--- src/inc/sas_pkg.sv ---
package sas_pkg;
  localparam int ADR_W = 8;
  localparam logic [7:0] OFF_CTRL   = 8'h00;
  localparam logic [7:0] OFF_RESULT = 8'h04;
  localparam logic [7:0] OFF_POWER  = 8'h08;
  localparam logic [7:0] OFF_STATUS = 8'h0C;
  localparam logic [7:0] OFF_MASK   = 8'h10;
  localparam int CH_LO     = 0;
  localparam int CH_HI     = 2;
  localparam int START_BIT = 3;
  localparam int DONE_BIT  = 4;
  localparam int EXT_BIT   = 5;
  localparam int LSB_LO    = 6;
  localparam int LSB_HI    = 7;
  localparam int PWR_BIT   = 0;
  localparam int IRQ_DONE  = 0;
  localparam int IRQ_ABORT = 1;
  localparam int IRQ_W     = 2;
  localparam int RES_W     = 10;
  localparam int CONV_CYCLES = 50;
  localparam int STEP_CYCLES = CONV_CYCLES / RES_W;
  localparam logic [5:0] CONV_LAST  = 6'(CONV_CYCLES - 1);
  localparam logic [2:0] PHASE_LAST = 3'(STEP_CYCLES - 1);
  localparam logic [3:0] BIT_TOP    = 4'(RES_W - 1);
  localparam logic [9:0] SAR_INIT   = 10'h200;
  localparam logic [7:0] CTRL_RST   = 8'h00;
  localparam logic [7:0] RESULT_RST = 8'h00;
  localparam logic [7:0] MASK_RST   = 8'h00;
  typedef enum {ST_IDLE, ST_CONV} sas_state_e;
endpackage

--- src/rtl/sas_sar_adc_sequencer.sv ---
// Our own choices: the Wishbone interface to the registers and the placing of the registers.
`timescale 1ns/1ns
// What this block does
// - Ten-bit result by successive approximation
// - Control bits 2:0 select analog channel
// - Every completed conversion lasts exactly fifty cycles
// - No conversion without converter power enable
// - Setting start bit 3 begins conversion
// - External enable clear: pin ignored
// - External enable set: pin edge also starts
// - Pin edge seen, conversion starts next cycle
// - SAR drives DAC, comparator fed back
// - Done flag bit 4 set at end
// - High byte register, two LSBs bits 7:6
// - Starts ignored while a conversion runs
// - Power-down aborts; finished result kept
// - Codes span 000H up to 3FFH
module sas_sar_adc_sequencer
  import sas_pkg::*;
(
  input  wire logic                 clk,
  input  wire logic                 rstn,
  input  wire logic                 ce,
  input  wire logic                 wb_cyc_i,
  input  wire logic                 wb_stb_i,
  input  wire logic                 wb_we_i,
  input  wire logic [sas_pkg::ADR_W-1:0] wb_adr_i,
  input  wire logic [3:0]           wb_sel_i,
  input  wire logic [31:0]          wb_dat_i,
  output logic      [31:0]          wb_dat_o,
  output logic                      wb_ack_o,
  output logic                      irq,
  input  wire logic                 extStartPin,
  input  wire logic                 powerDown,
  input  wire logic                 compHigh,
  output logic      [2:0]           chanSel,
  output logic      [9:0]           dacCode,
  output logic                      converterOn
);
  import sas_pkg::*;

  sas_state_e       state;
  logic [7:0]       ctrl;
  logic [7:0]       resultHigh;
  logic             pwrEn;
  logic [IRQ_W-1:0] irqStatus;
  logic [IRQ_W-1:0] irqMask;
  logic [IRQ_W-1:0] irqEvent;
  logic [5:0]       convCnt;
  logic [2:0]       phase;
  logic [3:0]       bitIdx;
  logic             extMeta;
  logic             extSync;
  logic             extPrev;
  logic             compMeta;
  logic             compSync;
  logic             busy;
  logic             extRise;
  logic             powerOk;
  logic             wbReq;
  logic             wbWr;
  logic             wrCtrl;
  logic             wrPower;
  logic             wrStatus;
  logic             wrMask;
  logic             startReq;
  logic             abortReq;
  logic             lastCyc;
  logic             irqPend;
  logic [9:0]       finalCode;
  logic [7:0]       rdData;

  function automatic logic hit(input logic [ADR_W-1:0] a,
                               input logic [ADR_W-1:0] off);
    return a[ADR_W-1:2] == off[ADR_W-1:2];
  endfunction

  // Pin and comparator are asynchronous to clk
  always_ff @(posedge clk) begin
    if (!rstn) begin
      extMeta  <= 1'b0;
      extSync  <= 1'b0;
      extPrev  <= 1'b0;
      compMeta <= 1'b0;
      compSync <= 1'b0;
    end else if (ce) begin
      extMeta  <= extStartPin;
      extSync  <= extMeta;
      extPrev  <= extSync;
      compMeta <= compHigh;
      compSync <= compMeta;
    end
  end

  // Both levels must be sampled for an edge to count
  assign extRise = extSync & ~extPrev;

  assign busy     = (state == ST_CONV);
  assign powerOk  = pwrEn & ~powerDown;
  assign wbReq    = wb_cyc_i & wb_stb_i & ~wb_ack_o;
  assign wbWr     = wbReq & wb_we_i & wb_sel_i[0];
  assign wrCtrl   = wbWr & hit(wb_adr_i, OFF_CTRL);
  assign wrPower  = wbWr & hit(wb_adr_i, OFF_POWER);
  assign wrStatus = wbWr & hit(wb_adr_i, OFF_STATUS);
  assign wrMask   = wbWr & hit(wb_adr_i, OFF_MASK);

  // Only an idle, powered converter accepts a start
  assign startReq = ~busy & powerOk &
                    ((wrCtrl & wb_dat_i[START_BIT]) |
                     (extRise & ctrl[EXT_BIT]));
  assign abortReq = busy & ~powerOk;
  // Abort wins over the final cycle, so a cut conversion never stores
  assign lastCyc  = busy & powerOk & (convCnt == CONV_LAST);
  // Last bit is decided in the final cycle itself
  assign finalCode = {dacCode[9:1], compSync};
  assign irqEvent[IRQ_DONE]  = lastCyc;
  assign irqEvent[IRQ_ABORT] = abortReq;
  assign irqPend = |(irqStatus & irqMask);

  always_ff @(posedge clk) begin
    if (!rstn) begin
      state <= ST_IDLE;
    end else if (ce) begin
      case (state)
        ST_IDLE: begin
          if (startReq) begin
            state <= ST_CONV;
          end
        end
        ST_CONV: begin
          if (abortReq || lastCyc) begin
            state <= ST_IDLE;
          end
        end
        default: begin
          state <= ST_IDLE;
        end
      endcase
    end
  end

  // Each step takes five cycles, leaving slack for the comparator synchroniser
  always_ff @(posedge clk) begin
    if (!rstn) begin
      convCnt <= 6'h0;
      phase   <= 3'h0;
      bitIdx  <= 4'h0;
      dacCode <= 10'h000;
    end else if (ce) begin
      if (startReq) begin
        convCnt <= 6'h0;
        phase   <= 3'h0;
        bitIdx  <= BIT_TOP;
        dacCode <= SAR_INIT;
      end else if (busy && !abortReq) begin
        convCnt <= convCnt + 6'h1;
        if (phase == PHASE_LAST) begin
          phase <= 3'h0;
          dacCode[bitIdx] <= compSync;
          if (bitIdx != 4'h0) begin
            dacCode[4'(bitIdx - 4'h1)] <= 1'b1;
            bitIdx <= bitIdx - 4'h1;
          end
        end else begin
          phase <= phase + 3'h1;
        end
      end
    end
  end

  // Channel held steady for the whole conversion
  always_ff @(posedge clk) begin
    if (!rstn) begin
      chanSel <= 3'h0;
    end else if (ce && startReq) begin
      chanSel <= wrCtrl ? wb_dat_i[CH_HI:CH_LO] : ctrl[CH_HI:CH_LO];
    end
  end

  always_ff @(posedge clk) begin
    if (!rstn) begin
      ctrl <= CTRL_RST;
    end else if (ce) begin
      if (wrCtrl) begin
        ctrl[CH_HI:CH_LO] <= wb_dat_i[CH_HI:CH_LO];
        ctrl[EXT_BIT]     <= wb_dat_i[EXT_BIT];
      end
      if (startReq) begin
        ctrl[START_BIT] <= 1'b1;
      end else if (abortReq || lastCyc) begin
        ctrl[START_BIT] <= 1'b0;
      end
      // Hardware set wins over a software clear
      if (lastCyc) begin
        ctrl[DONE_BIT] <= 1'b1;
      end else if (wrCtrl && !wb_dat_i[DONE_BIT]) begin
        ctrl[DONE_BIT] <= 1'b0;
      end
      if (lastCyc) begin
        ctrl[LSB_HI:LSB_LO] <= finalCode[1:0];
      end
    end
  end

  always_ff @(posedge clk) begin
    if (!rstn) begin
      resultHigh <= RESULT_RST;
    end else if (ce && lastCyc) begin
      resultHigh <= finalCode[9:2];
    end
  end

  always_ff @(posedge clk) begin
    if (!rstn) begin
      pwrEn       <= 1'b0;
      converterOn <= 1'b0;
    end else if (ce) begin
      if (wrPower) begin
        pwrEn <= wb_dat_i[PWR_BIT];
      end
      converterOn <= powerOk;
    end
  end

  genvar gi;
  generate
    for (gi = 0; gi < IRQ_W; gi++) begin : g_irq
      always_ff @(posedge clk) begin
        if (!rstn) begin
          irqStatus[gi] <= 1'b0;
        end else if (ce) begin
          if (irqEvent[gi]) begin
            irqStatus[gi] <= 1'b1;
          end else if (wrStatus && wb_dat_i[gi]) begin
            irqStatus[gi] <= 1'b0;
          end
        end
      end
    end
  endgenerate

  always_ff @(posedge clk) begin
    if (!rstn) begin
      irqMask <= MASK_RST[IRQ_W-1:0];
      irq     <= 1'b0;
    end else if (ce) begin
      if (wrMask) begin
        irqMask <= wb_dat_i[IRQ_W-1:0];
      end
      irq <= irqPend;
    end
  end

  always_comb begin
    rdData = 8'h00;
    if (hit(wb_adr_i, OFF_CTRL)) begin
      rdData = ctrl;
    end else if (hit(wb_adr_i, OFF_RESULT)) begin
      rdData = resultHigh;
    end else if (hit(wb_adr_i, OFF_POWER)) begin
      rdData[PWR_BIT] = pwrEn;
    end else if (hit(wb_adr_i, OFF_STATUS)) begin
      rdData[IRQ_W-1:0] = irqStatus;
    end else if (hit(wb_adr_i, OFF_MASK)) begin
      rdData[IRQ_W-1:0] = irqMask;
    end
  end

  // Single wait state; unmapped offsets still answer, reading zero
  always_ff @(posedge clk) begin
    if (!rstn) begin
      wb_ack_o <= 1'b0;
      wb_dat_o <= 32'h0000_0000;
    end else if (ce) begin
      wb_ack_o <= wbReq;
      if (wbReq && !wb_we_i) begin
        wb_dat_o <= {24'h00_0000, rdData};
      end
    end
  end

  property p_len;
    @(posedge clk) disable iff (!rstn || !ce)
      $fell(busy) && !$past(abortReq) |->
        $past(convCnt) == CONV_LAST && irqStatus[IRQ_DONE];
  endproperty
  a_len: assert property (p_len)
    else $error("conversion did not last fifty cycles");

  property p_first;
    @(posedge clk) disable iff (!rstn || !ce)
      $rose(busy) |-> convCnt == 6'h0 && dacCode == SAR_INIT && ctrl[START_BIT];
  endproperty
  a_first: assert property (p_first)
    else $error("conversion began in a wrong state");

  property p_power;
    @(posedge clk) disable iff (!rstn || !ce)
      !pwrEn |=> !busy;
  endproperty
  a_power: assert property (p_power)
    else $error("conversion running without power enable");

  property p_ext;
    @(posedge clk) disable iff (!rstn || !ce)
      extRise && ctrl[EXT_BIT] && !busy && powerOk |=> busy ##0 ctrl[START_BIT];
  endproperty
  a_ext: assert property (p_ext)
    else $error("external edge failed to start conversion");

  property p_noext;
    @(posedge clk) disable iff (!rstn || !ce)
      extRise && !ctrl[EXT_BIT] && !wrCtrl && !busy |=> !busy;
  endproperty
  a_noext: assert property (p_noext)
    else $error("pin started conversion while disabled");

  property p_hold;
    @(posedge clk) disable iff (!rstn || !ce)
      busy && $past(busy) && $past(ce) |->
        $stable(chanSel) && convCnt == $past(convCnt) + 6'h1;
  endproperty
  a_hold: assert property (p_hold)
    else $error("running conversion was disturbed");

  property p_abort;
    @(posedge clk) disable iff (!rstn || !ce)
      busy && powerDown |=> !busy && !ctrl[START_BIT] && $stable(resultHigh);
  endproperty
  a_abort: assert property (p_abort)
    else $error("power-down did not abort cleanly");

  property p_result;
    @(posedge clk) disable iff (!rstn || !ce)
      lastCyc |=> ctrl[DONE_BIT] && {resultHigh, ctrl[LSB_HI:LSB_LO]} == dacCode;
  endproperty
  a_result: assert property (p_result)
    else $error("result not stored at end of conversion");

  property p_sticky;
    @(posedge clk) disable iff (!rstn || !ce)
      ctrl[DONE_BIT] && !wrCtrl |=> ctrl[DONE_BIT];
  endproperty
  a_sticky: assert property (p_sticky)
    else $error("done flag cleared without a write");

  property p_clrstart;
    @(posedge clk) disable iff (!rstn || !ce)
      $fell(busy) |-> !ctrl[START_BIT];
  endproperty
  a_clrstart: assert property (p_clrstart)
    else $error("start bit left set after conversion");

  property p_irq;
    @(posedge clk) disable iff (!rstn || !ce)
      $past(ce) |-> irq == $past(irqPend);
  endproperty
  a_irq: assert property (p_irq)
    else $error("interrupt output mismatches status and mask");

  property p_chan;
    @(posedge clk) disable iff (!rstn || !ce)
      $rose(busy) |-> chanSel == ctrl[CH_HI:CH_LO];
  endproperty
  a_chan: assert property (p_chan)
    else $error("channel select differs from control field at start");

  property p_ack;
    @(posedge clk) disable iff (!rstn || !ce)
      wbReq |=> wb_ack_o ##1 !wb_ack_o;
  endproperty
  a_ack: assert property (p_ack)
    else $error("bus acknowledge not a single cycle after request");
endmodule

--- config.mk ---
export PLATFORM = sky130hd
export DESIGN_NAME = sas_sar_adc_sequencer
export DESIGN_NICKNAME = d
export VERILOG_FILES = /design/src/inc/sas_pkg.sv /design/src/rtl/sas_sar_adc_sequencer.sv
export SDC_FILE = /design/constraint.sdc
export NUM_CORES = 1
export LEC_CHECK = 0
export BUFFER_PORTS_ARGS = -buffer_cell sky130_fd_sc_hd__buf_2
export CORE_MARGIN = 2
export CORE_UTILIZATION = 47
export DETAILED_ROUTE_END_ITERATION = 10
export GPL_ROUTABILITY_DRIVEN = 0
export PLACE_DENSITY = 0.84
export SLEW_MARGIN = 20
export SYNTH_ARGS = -nofsm -noshare
export SYNTH_HDL_FRONTEND = slang
export SYNTH_SLANG_ARGS = --single-unit
--- constraint.sdc ---
create_clock -name clk -period 1.95 [get_ports clk]
set_clock_uncertainty 0.15 [all_clocks]
set_input_delay 0.39 -clock clk [delete_from_list [all_inputs] [get_ports clk]]
set_output_delay 0.39 -clock clk [all_outputs]
set_load 0.005 [all_outputs]
==> results of run 1 <==
where the power goes:
part,total [mW],switching [mW],internal [mW]
Clock,1.28,0.561,0.718
Combinational,0.191,0.113,0.0784
Sequential,1.35,0.0201,1.33
Total,2.82,0.694,2.13
worst paths after layout:
path	end	slack, ns	depth (start not counted)
min reg2reg	resultHigh[5]	0.31	2
max	dacCode[9]	0.11	6
min	compMeta	0.13	3
max reg2reg	dacCode[9]	0.11	6
synth_stat cells (5+ instances only):
library cell and count:
nand2_1 46, buf_4 24, nor3_1 6, nor2_1 42, nand3_1 12, and3_1 7
a22oi_1 12, and2_1 8, dfxtp_1 64, a211o_1 6, ha_1 10, a211oi_1 14
inv_1 13, o21ai_0 12, a21oi_1 29, clkbuf_1 13, mux2i_1 16, nand2b_1 5
layout make-up:
class | count | area (sq um) | share of cell area
repair buffers | 85 | 538 | 0.129
well taps | 99 | 124 | 0.0296
clock inverters | 7 | 96.3 | 0.0231
clock buffers | 9 | 124 | 0.0296
multi-input cells | 311 | 1970 | 0.471
flip-flops and latches | 64 | 1280 | 0.307
inverters | 13 | 48.8 | 0.0117
per-stage QoR:
stage	instances	hold WS [ns]	TNS, ns	setup WS, ns
floorplan	430	0.281	0	0.0338
global placement	572	0.292	-2.35	-0.149
detailed placement	572	0.297	-4.66	-0.248
CTS	588	0.131	0	0.0324
global route	588	0.147	0	0.00578
finish	588	0.132	0	0.106
cell usage in the layout, fill, tap and decap left out, types with 7 or more instances in the layout:
master / count
nand2_1: 46
clkbuf_8: 9
mux2i_1: 16
dfxtp_1: 64
and2_1: 8
a22oi_1: 12
a21oi_1: 28
nand3_1: 12
inv_1: 13
o21ai_0: 10
a211oi_1: 14
nor2_1: 42
buf_2: 45
and3_1: 7
ha_1: 9
buf_4: 39
conb_1: 24
flip-flops by register name, summed over array words and instances, names as in the netlist:
| register | cells |
|---|---|
| compMeta | 1 |
| convCnt | 6 |
| pwrEn | 1 |
| extPrev | 1 |
| irqMask | 2 |
| extSync | 1 |
| ctrl | 8 |
| wb_ack_o | 1 |
| bitIdx | 4 |
| phase | 3 |
| wb_dat_o | 8 |
| converterOn | 1 |
| resultHigh | 8 |
| irq | 1 |
| irqStatus | 2 |
| state | 1 |
| compSync | 1 |
| dacCode | 10 |
| chanSel | 3 |
| extMeta | 1 |
layer usage:
metal | wire [um] | part of all wire | vias to the layer above | track usage
li1 | - | - | 1567 | -
met1 | 3760 | 0.43 | 1536 | 0.265
met4 | 127 | 0.015 | 0 | 0.0841
met3 | 565 | 0.065 | 15 | 0.0649
met2 | 4280 | 0.49 | 121 | 0.385
met5 | 0 | 0 | - | 0
repair_timing:
action	in CTS	in global routing
setup buffers	0	0
gates resized for setup	0	7
setup endpoints to repair	0	22
cells by family after synthesis:
kind of cell / after synthesis
and+or+nand+nor: 153
AOI/OAI and AO/OA: 105
DFF: 64
buffers and inverters: 55
muxes: 16
adders and majority gates: 10
xor gates and xnor gates: 3
other: 1
critical path, delay by kind of cell (launching register included):
kind / cells / cell delay, ns
DFF: 1 / 0.31
and+or+nand+nor: 1 / 0.35
buffers and inverters: 1 / 0.15
AOI/OAI and AO/OA: 4 / 0.78
==> flow_summary.json, run 1 <==
{
  "status": "complete, no violations",
  "maxCapViolations": 0,
  "grt_setup_unrepaired": "no",
  "die_h_um": 89.6,
  "synthSimpleGateAreaFrac": 0.229,
  "grt_overflow": 0,
  "reg2reg_from": "bitIdx[0]",
  "finalPower_mw": 2.82,
  "wire_per_inst_um": 14.8,
  "pin_count": 101,
  "hp-class": "in2reg",
  "die_area_sq_mm": 0.00803,
  "min_from": "compHigh",
  "start_util": 0.480,
  "synth_top_cell_by_area": "dfxtp_1",
  "first_global_vias": 3070,
  "initialDrtViolationCount": 165,
  "hold_buffers": 0,
  "cts_made_buffers": 9,
  "drc": 0,
  "fp-row-count": 31,
  "yosysTopAreaCellShare": 0.372,
  "port_buffers": 45,
  "arrival_ns": 1.95,
  "synth_compound_area_frac": 0.218,
  "synthMuxAreaShare": 0.0465,
  "crit_chain": "buf_4, or2_2, a21oi_2, o21bai_1, a221o_1, a31o_2",
  "finalWirelength_mm": 8.73,
  "grt_max_degree": 26,
  "cp-start-kind": "register",
  "syn_area_sq_mm": 0.00345,
  "finalHoldViolations": 0,
  "clockBufferDepth": 2,
  "die_w_um": 89.6,
  "synth_top_family_by_area": "simple AND/OR/NAND/NOR gates",
  "syn_avg_cell_area_sq_um": 8.47,
  "fill_cells": 624,
  "crit_start": "bitIdx[0]",
  "vias": 3239,
  "globalRouteTotalUtil": 0.224,
  "critical-path-max-stage-delay_ns": 0.35,
  "synthCells": 407,
  "htreeDepth": 3,
  "ys_seq_area_frac": 0.372,
  "crit_slowest_cell": "or2_2",
  "synth_area_leaders": "dfxtp_1 (37%), buf_4 (5.2%), nand2_1 (5.0%)",
  "layout.nets": 547,
  "drive_gt1_frac": 0.239,
  "worst-path-max-fanout": 6,
  "p_per_area_mw_per_mm2": 675,
  "yosysWarnings": 0,
  "critPathKind": "reg2reg",
  "synth_xor_area_frac": 0.00763,
  "grt_pass1_wl_mm": 13.9,
  "dpl-instance-area_sq_mm": 0.00393,
  "synth_cell_types": 58,
  "post-dp-hpwl_mm": 6.29,
  "antenna_found_initial": 0,
  "first_pass_iters": 5,
  "synth_flop_cell": "dfxtp_1",
  "cts_tree": "yes",
  "antennaDiodeCount": 0,
  "synth_async_sr_flop_share": 0,
  "yosys.area_share.adder": 0.0363,
  "area_delta_synth_final_pct": 21.2,
  "clkTransAtPathRegs_ns": 0.07,
  "irDropWorstVdd_mv": 0.330,
  "period_minus_slack_ns": 1.84,
  "crit_required_ns": 2.05,
  "core_sq_mm": 0.00718,
  "cts_root_buf": "clkbuf_8",
  "final_area_sq_mm": 0.00418,
  "fin_crit_sh": 0.946,
  "final_util": 0.582,
  "endpoint_kind": "register",
  "max_freq_mhz": 542,
  "synth-edff-count": 0,
  "synth_seq_cells": 64,
  "routed_via_density": 5.51,
  "drtAntennaViolNets": 0,
  "clkSinkCount": 64,
  "final_max_slew_viol_count": 0,
  "clk_latency_ns": 0.35,
  "setup_viol": 0,
  "leakagePower_nw": 1.78
}
Note: power is estimated with default switching activity, not from simulation.
==> run 2, diff against run 1 <==
==> constraint.sdc (replaced) <==
create_clock -name clk -period 1.95 [get_ports clk]
set_clock_uncertainty 0.15 [all_clocks]
set_input_delay 0.585 -clock clk [delete_from_list [all_inputs] [get_ports clk]]
set_output_delay 0.585 -clock clk [all_outputs]
set_load 0.005 [all_outputs]
==> run 2 against run 1 <==
Routed wire length rose by 7.1%. Cell count is 3.6% higher. Largest power group unchanged. Critical endpoint is now bitIdx[1]. Utilization grew 3.4 points. Critical path type is now in2reg. Flip-flop and latch count stayed put. Count of clock-buffer cells in the layout grew 1.
==> flow_summary.json, run 2 (synthesis gave the netlist of run 1 again) <==
{
  "drtAntennaViolNets": 0,
  "cts_tree": "yes",
  "arrival_ns": 1.99,
  "htreeDepth": 3,
  "reg2reg_from": "wb_ack_o",
  "final_util": 0.616,
  "critical-path-max-stage-delay_ns": 0.25,
  "first_pass_iters": 5,
  "final_common_cell": "dfxtp_1",
  "clockBufferDepth": 2,
  "hold_depth": 2,
  "clkSinkCount": 64,
  "fill_cells": 567,
  "pin_count": 101,
  "layout_common_cells": "dfxtp_1 (63), buf_4 (59), nand2_1 (46)",
  "grt_max_degree": 27,
  "worst_r2r_endpoint": "irqMask[0]",
  "setup_viol": 0,
  "status": "complete, no violations",
  "rr_worst_depth": 6,
  "grt_overflow": 0,
  "final_max_slew_viol_count": 0,
  "holdWs_ns": 0.304,
  "first_global_vias": 3292,
  "antennaDiodeCount": 0,
  "routed_via_density": 5.58,
  "initialDrtViolationCount": 250,
  "fin_crit_sh": 0.971,
  "endpoint_kind": "register",
  "cp-start-kind": "input port",
  "die_h_um": 89.6,
  "worstHoldEndpoint": "resultHigh[3]",
  "hp-class": "reg2reg",
  "clk_latency_ns": 0.36,
  "min_from": "resultHigh[3]",
  "start_util": 0.480,
  "core_sq_mm": 0.00718,
  "layout.nets": 568,
  "post-dp-hpwl_mm": 6.73,
  "p_per_area_mw_per_mm2": 654,
  "leakagePower_nw": 1.91,
  "drc": 0,
  "fp-row-count": 31,
  "die_area_sq_mm": 0.00803,
  "critPathKind": "in2reg",
  "r2r_setup_slack_ns": 0.07,
  "antenna_found_initial": 0,
  "crit_chain": "buf_2, nor4_4, buf_4, nand4_4, buf_6, a21oi_4, a21boi_4, o32ai_2",
  "vias": 3396,
  "crit_slowest_cell": "nor4_4",
  "cts_made_buffers": 9,
  "wire_per_inst_um": 15.3,
  "period_minus_slack_ns": 1.89,
  "hold_buffers": 0,
  "worst-path-max-fanout": 6,
  "irDropWorstVdd_mv": 0.314,
  "cts_root_buf": "clkbuf_8",
  "finalHoldViolations": 0,
  "die_w_um": 89.6,
  "grt_pass1_wl_mm": 14.6,
  "globalRouteTotalUtil": 0.236,
  "crit_required_ns": 2.05,
  "fin_setup_tns_ns": 0,
  "largest_reg_flops": 10,
  "clkTransAtPathRegs_ns": 0.08,
  "max_freq_mhz": 528,
  "drive_gt1_frac": 0.290,
  "port_buffers": 45,
  "top_register": "dacCode",
  "finalWirelength_mm": 9.34,
  "maxCapViolations": 0,
  "area_delta_synth_final_pct": 28.3
}
[run 2: cell types whose count changed in the layout (fill, tap and decap cells not counted), sizes merged]
cell / before / now
buf: 85 / 106
clkbuf: 9 / 10
clkinv: 2 / 3
clkinvlp: 3 / 0
inv: 13 / 14
[run 2: layout make-up]
cell class | count | area [sq um] | area share
clock inverter | 6 | 91.3 | 0.0207
sequential | 64 | 1280 | 0.290
multi-input combinational | 311 | 2040 | 0.461
tap | 99 | 124 | 0.0280
inverter | 13 | 48.8 | 0.0110
timing repair buffer | 106 | 699 | 0.158
clock buffer | 10 | 138 | 0.0311
[run 2: metal layers]
metal	share of wire	GRT usage	vias to the layer above	wire length [um]
met5	0	0	-	0
met4	0.029	0.118	0	270
met3	0.071	0.0676	27	659
met2	0.49	0.412	164	4600
met1	0.41	0.260	1594	3820
li1	-	-	1611	-
[run 2: worst max-delay path by stage]
stage	start	end	slack, ns	depth (start not counted)
global placement	wb_adr_i[7]	dacCode[5]	-0.33	6
global route	wb_adr_i[7]	bitIdx[1]	-0.05	8
floorplan	wb_adr_i[7]	dacCode[8]	-0.14	5
CTS	wb_ack_o	dacCode[0]	0.0007	6
detailed placement	wb_adr_i[7]	bitIdx[1]	-0.38	7
finish	wb_adr_i[7]	bitIdx[1]	0.06	8
[run 2: worst max-delay path: cells and delay by family]
family | cells | cell delay (ns)
and+or+nand+nor | 2 | 0.38
buffers and inverters | 3 | 0.46
AOI/OAI and AO/OA | 3 | 0.54
[run 2: what timing repair did]
action / CTS / global route
buffers inserted: 1 / 1
setup endpoints to repair: 2 / 17
pin swaps: 1 / 5
gates resized for setup: 1 / 20
[run 2: where the power goes]
| group | internal [mW] | switching, mW | leakage (nW) |
|---|---|---|---|
| Combinational | 0.0917 | 0.119 | 1.28 |
| Clock | 0.761 | 0.570 | 0.117 |
| Sequential | 1.33 | 0.0201 | 0.518 |
| Total | 2.18 | 0.709 | 1.91 |
[run 2: stage by stage]
step,power (mW),cell area (sq um),instances,setup WS (ns)
finish,2.89,4420,609,0.0572
floorplan,1.51,3550,430,-0.142
global placement,1.57,4090,591,-0.326
global route,2.98,4420,609,-0.0534
detailed placement,1.58,4090,591,-0.383
CTS,2.89,4330,608,0.000693
